[config.mk]
export PLATFORM = sky130hd
export DESIGN_NAME = rtc_time_status_counters
export DESIGN_NICKNAME = d
export VERILOG_FILES = /design/src/rtl/rtc_pkg.sv /design/src/rtl/rtc_tick_if.sv /design/src/rtl/rtc_tenth_divider.sv /design/src/rtl/rtc_time_status_counters.sv
export VERILOG_INCLUDE_DIRS = /design/src /design/src/rtl
export SDC_FILE = /design/constraint.sdc
export NUM_CORES = 1
export LEC_CHECK = 0
export BUFFER_PORTS_ARGS = -buffer_cell sky130_fd_sc_hd__buf_2
export CORE_MARGIN = 2
export CORE_UTILIZATION = 45
export CTS_CLUSTER_DIAMETER = 100
export DETAILED_ROUTE_END_ITERATION = 8
export GPL_TIMING_DRIVEN = 1
export PLACE_DENSITY = 0.61
export SYNTH_ARGS = -nofsm -noshare
export SYNTH_HDL_FRONTEND = slang
export SYNTH_HIERARCHICAL = 1
export SYNTH_SLANG_ARGS = --single-unit
[constraint.sdc]
create_clock -name clock -period 6.5 [get_ports clock]
set_input_delay 0 -clock clock [delete_from_list [all_inputs] [get_ports clock]]
set_output_delay 0 -clock clock [all_outputs]
set_load 0.01 [all_outputs]
[src/rtl/rtc_cfg.svh]
`ifndef RTC_CFG_SVH
`define RTC_CFG_SVH
`define ADDR_SECONDS 8'h00
`define ADDR_MINUTES 8'h01
`define ADDR_HOURS 8'h02
`define ADDR_DAY 8'h03
`define ADDR_MONTH 8'h04
`define ADDR_YEAR 8'h05
`define ADDR_WEEKDAY 8'h06
`define ADDR_TENTHS 8'h07
`define ADDR_DC_STATUS 8'h08
`define ADDR_AC_STATUS 8'h09
`define ADDR_LINE_FAIL_COUNT 8'h0a
`define ADDR_EVENT_COUNT 8'h0b
`define ADDR_EVENT_INDEX 8'h0f
`define LAST_TIME_ADDR 8'h07
`define DC_STATUS_RESET 8'h01
`define SUMMER_FORCE_VALUE 8'hf0
`define COUNT_MAX 8'hff
`define BIT_BACKUP 7
`define BIT_SUMMER 6
`define BIT_ALARM_ONE 5
`define BIT_ALARM_ZERO 4
`define BIT_SUPPLY_LOW 3
`define BIT_BACKUP_FIRST 2
`define BIT_BACKUP_SECOND 1
`define BIT_POWER_LOSS 0
`define BIT_CRYSTAL_STOP 4
`define BIT_LINE_FAIL 1
`define BIT_LINE_READY 0
`define TICK_PERIOD_NS 100000000
`define CLOCK_PERIOD_NS 8
`define TICK_CYCLES (`TICK_PERIOD_NS / `CLOCK_PERIOD_NS)
`define READY_UNIT_CYCLES (`TICK_CYCLES * 10)
`endif

[src/rtl/rtc_pkg.sv]
package rtc_pkg;
   typedef logic [7:0] byte_t;
   typedef enum logic [1:0] {src_crystal, src_line} source_t;
endpackage : rtc_pkg

[src/rtl/rtc_tick_if.sv]
`timescale 1ns/100ps
`default_nettype none
interface rtc_tick_if;
   logic align;
   logic run;
   logic tick;
   modport divider (input align, input run, output tick);
   modport user (output align, output run, input tick);
endinterface : rtc_tick_if
`default_nettype wire

[src/rtl/rtc_tenth_divider.sv]
`timescale 1ns/100ps
`default_nettype none
`include "rtc_cfg.svh"
module rtc_tenth_divider #(
   parameter int unsigned TICK_CYCLES = `TICK_CYCLES
) (
   input wire logic clock,
   input wire logic reset,
   rtc_tick_if.divider tk
);
   logic [31:0] count;
   wire logic at_end = (count == TICK_CYCLES - 1);
   // Restart on alignment so the tick phase follows the host write
   always_ff @(posedge clock) begin
      if (reset || tk.align || !tk.run) begin
         count <= 32'h0;
      end else if (at_end) begin
         count <= 32'h0;
      end else begin
         count <= count + 32'h1;
      end
   end
   assign tk.tick = tk.run && !tk.align && at_end;
endmodule : rtc_tenth_divider
`default_nettype wire

[src/rtl/rtc_time_status_counters.sv]
// Function
// - Time and calendar held in BCD ranges
// - Tenths read-only, 0-9, cleared by time writes
// - Weekday three bits, 0 to 6, reset 0
// - Hour format bit selects 24h or 12h
// - February 29 when year divisible by four
// - No century exception applied
// - Backup flag needs backup mode and enable
// - Summer flag follows changes, cleared when disabled
// - Writing f0 to status forces summer flag
// - Alarm flags set by match, cleared by write of 0 or auto-clear
// - Match during status read survives auto-clear
// - Supply low flag from brownout comparator
// - Backup low flags from two comparators
// - Power loss flag set after total loss
// - First time write clears power loss flag
// - Crystal stop flag follows oscillator state
// - Line fail flag follows qualification
// - Ready line times clock, else crystal
// - Ready rises after delay, drops at once
// - Line fail counter counts switches, saturates
// - Event counter counts events, saturates
// - Zero to event count clears stamps too
// - Auto-clear of flags after status read stop
// - Counting starts at write stop, tick aligned
`timescale 1ns/100ps
`default_nettype none
`include "rtc_cfg.svh"
module rtc_time_status_counters #(
   parameter int unsigned TICK_CYCLES = `TICK_CYCLES,
   parameter int unsigned READY_UNIT_CYCLES = `READY_UNIT_CYCLES
) (
   input wire logic clock,
   input wire logic reset,
   input wire logic write_strobe,
   input wire logic [7:0] write_addr,
   input wire rtc_pkg::byte_t write_data,
   input wire logic [7:0] read_addr,
   output rtc_pkg::byte_t read_data,
   input wire logic dc_read_active,
   input wire logic dc_read_stop,
   input wire logic write_stop,
   input wire logic clock_write_enable,
   input wire logic auto_clear_on_read,
   input wire logic serial_in_backup_enable,
   input wire logic summer_time_enable,
   input wire logic summer_forward,
   input wire logic summer_reverse,
   input wire logic on_backup,
   input wire logic total_loss_powerup,
   input wire logic alarm_zero_match,
   input wire logic alarm_one_match,
   input wire logic supply_below_trip,
   input wire logic backup_below_first,
   input wire logic backup_below_second,
   input wire logic crystal_stopped,
   input wire logic line_qualified,
   input wire logic line_tenth_tick,
   input wire logic [1:0] line_ready_delay,
   input wire logic event_detected,
   output logic clear_event_stamps,
   output logic line_ready_flag,
   output logic line_fail_flag,
   output logic crystal_stop_flag
);
   import rtc_pkg::*;

   function automatic logic [7:0] bcd_inc(input logic [7:0] v);
      bcd_inc = (v[3:0] == 4'h9) ? {v[7:4] + 4'h1, 4'h0} : {v[7:4], v[3:0] + 4'h1};
   endfunction : bcd_inc

   function automatic logic [7:0] days_in(input logic [4:0] m, input logic [7:0] y);
      logic leap;
      // Two-digit count divisible by four; 2000 and 2100 both leap
      leap = ((y[4] ? 1'b1 : 1'b0) ^ y[1]) == 1'b0 && y[0] == 1'b0;
      case (m)
         5'h02: days_in = leap ? 8'h29 : 8'h28;
         5'h04, 5'h06, 5'h09, 5'h11: days_in = 8'h30;
         default: days_in = 8'h31;
      endcase
   endfunction : days_in

   logic [3:0] tenths;
   logic [6:0] seconds_count;
   logic [6:0] minutes_count;
   logic [5:0] hours_count;
   logic hour_format_24;
   logic [5:0] day_of_month;
   logic [4:0] cal_mth;
   logic [7:0] year_count;
   logic [2:0] weekday;
   logic running;
   logic summer_time_applied;
   logic alarm_zero_flag;
   logic alarm_one_flag;
   logic supply_low_flag;
   logic backup_low_first_flag;
   logic backup_low_second_flag;
   logic total_power_loss_flag;
   logic [7:0] line_fail_counter;
   logic [7:0] event_counter;
   logic [31:0] ready_wait;
   source_t source;

   rtc_tick_if tk ();
   rtc_tenth_divider #(.TICK_CYCLES(TICK_CYCLES)) divider (
      .clock(clock),
      .reset(reset),
      .tk(tk)
   );

   wire logic time_write = write_strobe && write_addr <= `LAST_TIME_ADDR
      && write_addr != `ADDR_TENTHS;
   wire logic dc_write = write_strobe && write_addr == `ADDR_DC_STATUS;
   wire logic start_align = write_stop && clock_write_enable;
   assign tk.align = start_align;
   assign tk.run = running;
   wire logic tenth_tick = (source == src_line) ? (running && line_tenth_tick) : tk.tick;

   wire logic sec_tick = tenth_tick && tenths == 4'h9;
   wire logic min_tick = sec_tick && seconds_count == 7'h59;
   wire logic hour_tick = min_tick && minutes_count == 7'h59;
   wire logic [4:0] hour_bcd = hours_count[4:0];
   wire logic day_tick = hour_tick && (hour_format_24 ? (hours_count == 6'h23)
      : (hours_count == 6'h31));
   wire logic month_tick = day_tick && {2'b00, day_of_month} == days_in(cal_mth, year_count);
   wire logic year_tick = month_tick && cal_mth == 5'h12;
   wire logic auto_clear = auto_clear_on_read && dc_read_stop;
   wire byte_t sec_step = bcd_inc({1'b0, seconds_count});
   wire byte_t min_step = bcd_inc({1'b0, minutes_count});
   wire byte_t day_step = bcd_inc({2'b00, day_of_month});
   wire byte_t month_step = bcd_inc({3'b000, cal_mth});

   // Tenths and seconds
   always_ff @(posedge clock) begin
      if (reset || time_write) begin
         tenths <= 4'h0;
      end else if (tenth_tick) begin
         tenths <= (tenths == 4'h9) ? 4'h0 : tenths + 4'h1;
      end
   end

   always_ff @(posedge clock) begin
      if (reset) begin
         running <= 1'b0;
      end else if (start_align) begin
         running <= 1'b1;
      end else if (!clock_write_enable) begin
         running <= 1'b0;
      end
   end

   always_ff @(posedge clock) begin
      if (reset) begin
         seconds_count <= 7'h00;
         minutes_count <= 7'h00;
      end else if (time_write && write_addr == `ADDR_SECONDS) begin
         seconds_count <= write_data[6:0];
      end else if (time_write && write_addr == `ADDR_MINUTES) begin
         minutes_count <= write_data[6:0];
      end else if (sec_tick) begin
         seconds_count <= (seconds_count == 7'h59) ? 7'h00 : sec_step[6:0];
         if (min_tick) begin
            minutes_count <= (minutes_count == 7'h59) ? 7'h00 : min_step[6:0];
         end
      end
   end

   // Hours: 12-hour mode keeps pm in bit 5 and counts 12,1..11
   wire byte_t hour_step = bcd_inc({3'b000, hour_bcd});
   wire byte_t hour24_step = bcd_inc({2'b00, hours_count});
   wire logic [4:0] hour_inc = hour_step[4:0];
   logic [5:0] next_hours;
   always_comb begin
      if (hour_format_24) begin
         next_hours = (hours_count == 6'h23) ? 6'h00 : hour24_step[5:0];
      end else if (hour_bcd == 5'h12) begin
         next_hours = {hours_count[5], 5'h01};
      end else if (hour_bcd == 5'h11) begin
         next_hours = {~hours_count[5], 5'h12};
      end else begin
         next_hours = {hours_count[5], hour_inc};
      end
   end

   always_ff @(posedge clock) begin
      if (reset) begin
         hours_count <= 6'h00;
         hour_format_24 <= 1'b0;
      end else if (time_write && write_addr == `ADDR_HOURS) begin
         hours_count <= write_data[5:0];
         hour_format_24 <= write_data[7];
      end else if (hour_tick) begin
         hours_count <= next_hours;
      end
   end

   always_ff @(posedge clock) begin
      if (reset) begin
         day_of_month <= 6'h01;
         weekday <= 3'h0;
      end else if (time_write && write_addr == `ADDR_DAY) begin
         day_of_month <= write_data[5:0];
      end else if (time_write && write_addr == `ADDR_WEEKDAY) begin
         weekday <= write_data[2:0];
      end else if (day_tick) begin
         day_of_month <= month_tick ? 6'h01 : day_step[5:0];
         weekday <= (weekday == 3'h6) ? 3'h0 : weekday + 3'h1;
      end
   end

   always_ff @(posedge clock) begin
      if (reset) begin
         cal_mth <= 5'h01;
         year_count <= 8'h00;
      end else if (time_write && write_addr == `ADDR_MONTH) begin
         cal_mth <= write_data[4:0];
      end else if (time_write && write_addr == `ADDR_YEAR) begin
         year_count <= write_data;
      end else if (month_tick) begin
         cal_mth <= year_tick ? 5'h01 : month_step[4:0];
         if (year_tick) begin
            year_count <= (year_count == 8'h99) ? 8'h00 : bcd_inc(year_count);
         end
      end
   end

   // Status flags: hardware set wins over clears, except that disable overrides the summer set
   always_ff @(posedge clock) begin
      if (reset) begin
         summer_time_applied <= 1'b0;
      end else if (!summer_time_enable) begin
         summer_time_applied <= 1'b0;
      end else if (dc_write && write_data == `SUMMER_FORCE_VALUE) begin
         summer_time_applied <= 1'b1;
      end else if (summer_forward) begin
         summer_time_applied <= 1'b1;
      end else if (summer_reverse) begin
         summer_time_applied <= 1'b0;
      end
   end

   // Matches seen during a read are kept past the auto-clear
   logic alarm_zero_held;
   logic alarm_one_held;
   always_ff @(posedge clock) begin
      if (reset || !dc_read_active) begin
         alarm_zero_held <= 1'b0;
         alarm_one_held <= 1'b0;
      end else begin
         alarm_zero_held <= alarm_zero_held || alarm_zero_match;
         alarm_one_held <= alarm_one_held || alarm_one_match;
      end
   end

   wire logic clear_zero = auto_clear || (dc_write && !write_data[`BIT_ALARM_ZERO]);
   wire logic clear_one = auto_clear || (dc_write && !write_data[`BIT_ALARM_ONE]);
   always_ff @(posedge clock) begin
      if (reset) begin
         alarm_zero_flag <= 1'b0;
         alarm_one_flag <= 1'b0;
      end else begin
         alarm_zero_flag <= alarm_zero_match || (alarm_zero_held && auto_clear)
            || (alarm_zero_flag && !clear_zero);
         alarm_one_flag <= alarm_one_match || (alarm_one_held && auto_clear)
            || (alarm_one_flag && !clear_one);
      end
   end

   always_ff @(posedge clock) begin
      if (reset) begin
         supply_low_flag <= 1'b0;
         backup_low_first_flag <= 1'b0;
         backup_low_second_flag <= 1'b0;
      end else begin
         supply_low_flag <= supply_below_trip || (supply_low_flag && !auto_clear);
         backup_low_first_flag <= backup_below_first
            || (backup_low_first_flag && !auto_clear);
         backup_low_second_flag <= backup_below_second
            || (backup_low_second_flag && !auto_clear);
      end
   end

   wire byte_t dc_reset_value = `DC_STATUS_RESET;
   always_ff @(posedge clock) begin
      if (reset) begin
         total_power_loss_flag <= dc_reset_value[`BIT_POWER_LOSS];
      end else if (total_loss_powerup) begin
         total_power_loss_flag <= 1'b1;
      end else if (time_write) begin
         total_power_loss_flag <= 1'b0;
      end
   end

   // Line qualification, ready delay and source selection
   wire logic [31:0] ready_target = READY_UNIT_CYCLES * ({30'h0, line_ready_delay} + 32'h1);
   always_ff @(posedge clock) begin
      if (reset) begin
         line_fail_flag <= 1'b1;
         line_ready_flag <= 1'b0;
         ready_wait <= 32'h0;
         crystal_stop_flag <= 1'b0;
      end else begin
         line_fail_flag <= !line_qualified;
         crystal_stop_flag <= crystal_stopped;
         if (!line_qualified) begin
            line_ready_flag <= 1'b0;
            ready_wait <= 32'h0;
         end else if (!line_ready_flag) begin
            if (ready_wait >= ready_target - 32'h1) begin
               line_ready_flag <= 1'b1;
            end
            ready_wait <= ready_wait + 32'h1;
         end
      end
   end
   assign source = line_ready_flag ? src_line : src_crystal;

   wire logic switch_to_crystal = line_ready_flag && !line_qualified;
   always_ff @(posedge clock) begin
      if (reset) begin
         line_fail_counter <= 8'h00;
      end else if (switch_to_crystal && line_fail_counter != `COUNT_MAX) begin
         line_fail_counter <= line_fail_counter + 8'h01;
      end else if (write_strobe && write_addr == `ADDR_LINE_FAIL_COUNT
         && write_data == 8'h00) begin
         line_fail_counter <= 8'h00;
      end
   end

   wire logic event_clear = write_strobe && write_addr == `ADDR_EVENT_COUNT
      && write_data == 8'h00;
   always_ff @(posedge clock) begin
      if (reset) begin
         event_counter <= 8'h00;
         clear_event_stamps <= 1'b0;
      end else begin
         clear_event_stamps <= event_clear;
         if (event_detected && event_counter != `COUNT_MAX) begin
            event_counter <= event_counter + 8'h01;
         end else if (event_clear) begin
            event_counter <= 8'h00;
         end
      end
   end

   // Read mux
   wire logic backup_supply_flag = on_backup && serial_in_backup_enable;
   wire byte_t dc_status = {backup_supply_flag, summer_time_applied, alarm_one_flag,
      alarm_zero_flag, supply_low_flag, backup_low_first_flag, backup_low_second_flag,
      total_power_loss_flag};
   wire byte_t ac_status = {3'b000, crystal_stop_flag, 2'b00, line_fail_flag, line_ready_flag};
   byte_t next_read;
   always_comb begin
      case (read_addr)
         `ADDR_SECONDS: next_read = {1'b0, seconds_count};
         `ADDR_MINUTES: next_read = {1'b0, minutes_count};
         `ADDR_HOURS: next_read = {hour_format_24, 1'b0, hours_count};
         `ADDR_DAY: next_read = {2'b00, day_of_month};
         `ADDR_MONTH: next_read = {3'b000, cal_mth};
         `ADDR_YEAR: next_read = year_count;
         `ADDR_WEEKDAY: next_read = {5'h00, weekday};
         `ADDR_TENTHS: next_read = {4'h0, tenths};
         `ADDR_DC_STATUS: next_read = dc_status;
         `ADDR_AC_STATUS: next_read = ac_status;
         `ADDR_LINE_FAIL_COUNT: next_read = line_fail_counter;
         `ADDR_EVENT_COUNT: next_read = event_counter;
         default: next_read = 8'h00;
      endcase
   end
   always_ff @(posedge clock) begin
      if (reset) begin
         read_data <= 8'h00;
      end else begin
         read_data <= next_read;
      end
   end

   tenths_range_a: assert property (@(posedge clock) disable iff (reset)
      tenths <= 4'h9) else $error("tenths out of range");
   tenths_write_a: assert property (@(posedge clock) disable iff (reset)
      time_write |=> tenths == 4'h0) else $error("tenths not cleared");
   weekday_range_a: assert property (@(posedge clock) disable iff (reset)
      weekday <= 3'h6) else $error("weekday out of range");
   backup_flag_a: assert property (@(posedge clock) disable iff (reset)
      dc_status[`BIT_BACKUP] == (on_backup && serial_in_backup_enable))
      else $error("backup flag wrong");
   summer_off_a: assert property (@(posedge clock) disable iff (reset)
      !summer_time_enable |=> !summer_time_applied) else $error("summer not cleared");
   alarm_set_a: assert property (@(posedge clock) disable iff (reset)
      alarm_zero_match |=> alarm_zero_flag) else $error("alarm match lost");
   ready_drop_a: assert property (@(posedge clock) disable iff (reset)
      !line_qualified |=> !line_ready_flag) else $error("ready not dropped");
   count_sat_a: assert property (@(posedge clock) disable iff (reset)
      event_counter == 8'hff && !event_clear |=> event_counter == 8'hff)
      else $error("event counter wrapped");
   loss_clear_a: assert property (@(posedge clock) disable iff (reset)
      time_write && !total_loss_powerup |=> !total_power_loss_flag)
      else $error("loss flag kept");
endmodule : rtc_time_status_counters
`default_nettype wire

Word-level counts from Yosys, hierarchy flattened
Cells that the tools add are included.
{"block": "totals", "memories": 0, "input_bits": 49, "ramBits": 0, "ff_bits": 149, "out_inout_bits": 12, "latch_bits": 0, "romBits": 0, "elab_cells": 281}
{"block": "op_classes", "n_reduce_logical": 104, "n_mul": 1, "n_mux": 55, "add_sub_neg": 21, "shifts": 0, "order_cmp": 2, "n_div": 0, "bitwise_logic": 9, "n_eq_ne": 54}
{"cell": "8-bit one-hot mux with 12 select lines", "count": 1}
{"cell": "6-bit two-way mux", "count": 12}
{"cell": "8-bit two-way mux", "count": 9}
{"cell": "7-bit two-way mux", "count": 10}
{"cell": "32-bit by 1-bit adder with 32-bit output, second input constant", "count": 2}
{"cell": "8-bit by 3-bit equality test with 1-bit output, second input constant", "count": 7}
{"cell": "8-bit by 4-bit equality test with 1-bit output, second input constant", "count": 7}
{"cell": "1-bit logical AND", "count": 40}
{"cell": "4-bit by 1-bit adder with 4-bit output, second input constant", "count": 8}
{"cell": "32-bit by 24-bit equality test with 1-bit output, second input constant", "count": 1}
{"cell": "8-bit by 2-bit equality test with 1-bit output, second input constant", "count": 4}
{"cell": "32-bit >= comparator", "count": 1}
{"cell": "30-bit by 1-bit subtractor with 31-bit output, second input constant", "count": 1}
{"cell": "5-bit two-way mux", "count": 6}
{"cell": "4-bit equality test, second input constant", "count": 7}
{"cell": "8-bit logical NOT", "count": 3}
{"cell": "21-bit by 3-bit multiplier with 24-bit output, first input constant", "count": 1}
{"cell": "2-bit nonzero test", "count": 11}
{"cell": "3-bit nonzero test", "count": 7}
{"cell": "5-bit equality test, second input constant", "count": 4}
{"cell": "3-bit AND reduction", "count": 6}
{"cell": "8-bit by 1-bit adder with 8-bit output, second input constant", "count": 2}
{"cell": "8-bit by 1-bit equality test with 1-bit output, second input constant", "count": 2}
{"cell": "8-bit equality test, second input constant", "count": 2}
{"cell": "32 further kinds", "count": 92}

Depth between registers and ports, before layout
{"block": "logic_depth", "depth_word": 15, "mapped_depth": 18, "depth_no_buf": 17}

Cells and area by module
Netlist, hierarchy kept.
{"mod": "rtc_time_status_counters", "cells_each": 1018, "area_each_um2": 8037.7, "seq_area_each_um2": 2342.2, "instances": 1}
{"mod": "rtc_tenth_divider", "cells_each": 179, "area_each_um2": 1614.0, "seq_area_each_um2": 640.6, "instances": 1}

Worst setup path before layout
OpenSTA, ideal clock, no wires.
{"block": "synth_timing", "kind": "input port to flip-flop", "from": "input line_ready_delay[0]", "to": "register line_ready_flag", "arrival_time_ns": 2.842, "setup_ns": 0.127, "n_path_buf": 1, "required_time_ns": 6.373, "setup_slack_ns": 3.531, "stages": 18, "cell_sequence": "inv_1 > ha_1 > clkbuf_1 > xnor2_1 > ha_1 > a211o_1 > nand2_1 > o21ai_0 > nand4_1 > nand3_1 > o21a_1 > ha_1 > nor2b_1 > o21ai_0 > nand2b_1 > a21oi_1 > nor3_1 > or3_1"}
{"block": "synth_via", "elab_chain_len": 6}
{"item": "from (decl)", "line": "rtc_time_status_counters.sv:59", "source": "input wire logic [1:0] line_ready_delay,"}
{"item": "2-bit by 1-bit adder with 3-bit output", "line": "rtc_time_status_counters.sv:296", "source": "wire logic [31:0] ready_target = READY_UNIT_CYCLES * ({30'h0, line_ready_delay} + 32'h1);"}
{"item": "21-bit by 3-bit multiplier with 24-bit output", "line": "rtc_time_status_counters.sv:296"}
{"item": "30-bit by 1-bit subtractor with 31-bit output", "line": "rtc_time_status_counters.sv:310", "source": "if (ready_wait >= ready_target - 32'h1) begin"}
{"item": "32-bit >= comparator", "line": "rtc_time_status_counters.sv:310"}
{"item": "1-bit two-way mux", "line": "rtc_time_status_counters.sv:310"}
{"item": "1-bit two-way mux", "line": "rtc_time_status_counters.sv:309", "source": "end else if (!line_ready_flag) begin"}
{"item": "to (signal assigned)", "line": "rtc_time_status_counters.sv:300", "source": "line_ready_flag <= 1'b0;"}
{"item": "to (signal assigned)", "line": "rtc_time_status_counters.sv:307", "source": "line_ready_flag <= 1'b0;"}
{"item": "to (signal assigned)", "line": "rtc_time_status_counters.sv:311", "source": "line_ready_flag <= 1'b1;"}
{"item": "to (decl)", "line": "rtc_time_status_counters.sv:62", "source": "output logic line_ready_flag,"}
Every way passes these cells.
A chain may end at the register's enable or synchronous reset.

Worst setup path after layout
{"block": "layout_timing", "from": "register divider.count[25]", "to": "register day_of_month[2]"}
{"block": "layout_via", "elab_chain_len": 12, "word_cells_on_any_way": 14, "cone_classes": "1 x eq/ne; 5 x mux; 8 x reduce/logical"}
{"item": "from (decl)", "line": "rtc_tenth_divider.sv:11", "source": "logic [31:0] count;"}
{"item": "from (signal assigned)", "line": "rtc_tenth_divider.sv:20", "source": "count <= count + 32'h1;"}
{"item": "32-bit by 24-bit equality test with 1-bit output (*)", "line": "rtc_tenth_divider.sv:12", "source": "wire logic at_end = (count == TICK_CYCLES - 1);"}
{"item": "1-bit logical AND (*)", "line": "rtc_tenth_divider.sv:23", "source": "assign tk.tick = tk.run && !tk.align && at_end;"}
{"item": "named net tk.tick", "line": "rtc_tick_if.sv:6", "source": "logic tick;"}
{"item": "1-bit two-way mux (*)", "line": "rtc_time_status_counters.sv:118", "source": "wire logic tenth_tick = (source == src_line) ? (running && line_tenth_tick) : tk.tick;"}
{"item": "1-bit logical AND (*)", "line": "rtc_time_status_counters.sv:120", "source": "wire logic sec_tick = tenth_tick && tenths == 4'h9;"}
{"item": "1-bit logical AND (*)", "line": "rtc_time_status_counters.sv:121", "source": "wire logic min_tick = sec_tick && seconds_count == 7'h59;"}
{"item": "1-bit logical AND (*)", "line": "rtc_time_status_counters.sv:122", "source": "wire logic hour_tick = min_tick && minutes_count == 7'h59;"}
{"item": "1-bit logical AND (*)", "line": "rtc_time_status_counters.sv:124", "source": "wire logic day_tick = hour_tick && (hour_format_24 ? (hours_count == 6'h23)"}
{"item": "1-bit logical AND", "line": "rtc_time_status_counters.sv:126", "source": "wire logic month_tick = day_tick && {2'b00, day_of_month} == days_in(cal_mth, year_count);"}
{"item": "6-bit two-way mux", "line": "rtc_time_status_counters.sv:207", "source": "day_of_month <= month_tick ? 6'h01 : day_step[5:0];"}
{"item": "6-bit two-way mux", "line": "rtc_time_status_counters.sv:206", "source": "end else if (day_tick) begin"}
{"item": "6-bit two-way mux", "line": "rtc_time_status_counters.sv:204", "source": "end else if (time_write && write_addr == `ADDR_WEEKDAY) begin"}
{"item": "6-bit two-way mux", "line": "rtc_time_status_counters.sv:202", "source": "end else if (time_write && write_addr == `ADDR_DAY) begin"}
{"item": "to (signal assigned)", "line": "rtc_time_status_counters.sv:203", "source": "day_of_month <= write_data[5:0];"}
{"item": "to (signal assigned)", "line": "rtc_time_status_counters.sv:207"}
{"item": "to (decl)", "line": "rtc_time_status_counters.sv:88", "source": "logic [5:0] day_of_month;"}
Mark *: on every way through the listed nets, which the timed path passes. The rest lies on a longest branch. The select of a mux whose other input is x is not followed.

==> run_results.csv <==
group,metric,value,unit
placed_design,dpl.hpwl,19400,um
cts,clkTransAtPathRegs,0.07,ns
worst_setup_path,criticalPathCategory,"flip-flop to flip-flop",
synth,yosysSeqAreaShare,30.9,%
worst_setup_path,path_cells,"or4_1 -> nor3_1 -> nand4_1 -> nor2_1 -> nor2b_1 -> o211ai_1 -> nor4_4 -> nand2_1 -> nor3_1 -> nand3b_1 -> a31oi_1",
synth,syn_inst,1197,
placed_design,numPlacedInstances,1479,
worst_setup_path,cp_slowest_cell,"nor4_4",
die,die_x,150,um
timing,tns,0,ns
placed_design,portBuffers,60,
synth,synth_most_common_cell,"nor2_1",
synth,synth_area_leaders,"dfxtp_1 31%, ha_1 7.4%, nor2_1 6.5%, a21oi_1 4.2%, nand2_1 3.7%",
hold_path,worstHoldPathType,"input pin to flip-flop",
power,leakagePower,4.13,nW
routing,drt_pre_antenna_iters,7,
worst_setup_path,arrival,3.92,ns
global_routing,grt_pass1_vias,8189,
global_routing,grt_max_degree,78,
job,maxCapViolations,0,
timing,max_freq,280,MHz
synth,async_reset_ff_share,0,%
synth,synth.avg_cell_area,8.06,um2
cts,clk_path_buf_depth,2,
cts,cts_root_buf,"clkbuf_16",
synth,synth_top_area_cell,"dfxtp_1",
cells_and_area,final_cell_area,10900,um2
placed_design,gp_congestion,0.886,
die,coreArea,21000,um2
cts,clock_sinks,149,
global_routing,grtUsageTotal,24.2,%
timing,rsz0062_at_grt,"false",
power,max-vdd-ir-drop,0.000138,V
timing,finalMaxSlewViolations,0,
timing,worst_slew_pin_slew,0.934,ns
synth,synthFlopType,"dfxtp_1",
die,pin_count,61,
worst_setup_path,start_kind,"flip-flop",
cells_and_area,fin_util,51.6,%
cts,insertion_delay,0.43,ns
cells_and_area,drive_gt1_share,12.4,%
die,fp-row-count,53,
synth,syn-cell-area,9650,um2
synth,yosys-top-cells-count,"167 x nor2_1, 149 x dfxtp_1, 95 x nand2_1",
timing,post-route-period-util,54.9,%
timing,maxSlewHeadroom,37.7,%
routing,via_per_inst,5.81,
cells_and_area,multi_input_area,6270,um2
synth,synth_edf_count,0,
global_routing,grt_antenna_before_repair,0,
worst_setup_path,path_delay_family,"simple AND/OR/NAND/NOR gates",
routing,drt_wl_total,26700,um
worst_setup_path,crit_top_cell,"nor3_1",
die,initial_core_util,45.9,%
die,die_h,150,um
routing,drcViolationCount,0,
worst_setup_path,cp-end-kind,"flip-flop",
cells_and_area,register_area,2980,um2
worst_setup_path,slowest_delay,0.59,ns
synth,synth-seq-cells,149,
timing,hold_viol,0,
synth,yosysTopAreaCellShare,30.9,%
routing,vias,8926,
timing,min_period,3.57,ns
cells_and_area,fin_cells,1537,
cells_and_area,num_antenna_cells,0,
cts,cts_buffers,17,
global_routing,grt_pass1_wl,43000,um
power,p_per_area,185,nW/um2
cells_and_area,area_growth_syn_to_layout,12.5,%
synth,ys_warn_count,6,
outcome,run_status,"completed",
cts,h-tree-depth,4,
routing,wl_per_cell,17.4,um
routing,ant_nets,0,
cells_and_area,fin_nets,1355,
timing,setup_violations,0,
worst_setup_path,worst-path-buf-inv,0,
cts,cts_tree,"built",
global_routing,grt_overflow,0,
timing,fin_hold_ws,0.0262,ns
worst_setup_path,cp.required,6.85,ns
routing,drtIter0Drc,582,
synth,synth.distinct_cells,91,
timing,clock_skew,0.0143,ns
die,die-area,22600,um2
placed_design,place_area,10100,um2
cells_and_area,n_fill_cell,2032,
worst_setup_path,crit_path_max_fanout,9,
[cells by family after synthesis]
logic type | count (synthesis) | synth area share (%)
simple gates | 548 | 30.7
other cells | 1 | 0.0389
compound gates | 256 | 17.1
fa+ha+maj | 57 | 7.39
mux | 28 | 3.50
flops | 149 | 30.9
xor+xnor | 68 | 6.17
buf+inv | 90 | 4.12
[power by group]
group          switching [mW]  internal, mW
combinational          0.0893        0.0567
clock                   0.437         0.500
sequential            0.00508         0.919
total                   0.531          1.48
[state kept, by name (all words and copies together), names as in the netlist, 3 cells and up]
register / count
weekday: 3
tenths: 4
hours_count: 6
read_data: 8
ready_wait: 32
year_count: 8
event_counter: 8
minutes_count: 7
divider/count: 32
seconds_count: 7
day_of_month: 6
line_fail_counter: 8
cal_mth: 5
[tightest hold or removal path, cell delays in order]
cell     delay [ns]
buf_2          0.15
nor2_1         0.11
nand2_1        0.07
a21oi_1        0.07
[metrics by stage]
stage	setup WS (ns)	power, mW
finish	2.93	2.01
CTS	2.94	2.03
global route	2.51	2.08
global placement	2.98	1.08
detailed placement	2.96	1.08
floorplan	3.53	1.03
[layer usage]
layer / GRT usage, % / part of all wire (%) / up-vias
met4: 8.16 / 2.1 / 0
met3: 3.03 / 4.6 / 39
met5: 0 / 0 / -
met2: 39.5 / 47 / 238
met1: 32.9 / 46 / 4209
li1: - / - / 4440
[worst paths after layout]
path | endpoint | slack (ns) | cells past startpoint | start
max | day_of_month[2] | 2.93 | 11 | divider/count[25]
min | read_data[3] | 0.03 | 4 | read_addr[3]
max reg2reg | day_of_month[2] | 2.93 | 11 | divider/count[25]
min reg2reg | total_power_loss_flag | 0.47 | 1 | total_power_loss_flag
[cell usage in the layout, fill, tap and decap left out, types with 13 or more instances in the layout]
cell type	instances
nor2_1	167
dfxtp_1	149
nand2_1	95
a21oi_1	81
buf_2	60
ha_1	57
o21ai_0	48
nor3_1	43
nand3_1	41
xor2_1	34
xnor2_1	34
inv_1	32
dlygate4sd3_1	26
and3_1	25
nand4_1	22
a211oi_1	20
nor2b_1	18
nand2b_1	17
clkbuf_16	17
a21o_1	16
nor3b_1	14
nor4_1	13
mux2_2	13
[cell type report]
cell class | count | area share (%)
multi-input combinational | 959 | 57.8
sequential | 149 | 27.5
timing repair buffer | 90 | 5.44
clock buffer | 18 | 3.95
tap | 275 | 3.17
inverter | 32 | 1.11
clock inverter | 14 | 1.05
[what timing repair did]
action                     4_1_cts  5_1_grt
setup endpoints to repair        0        0
resized for setup                0        0
hold endpoints to repair        33        0
buffers inserted                 0        0
hold buffers                    26        0
Power figures use the tool's default switching activity.
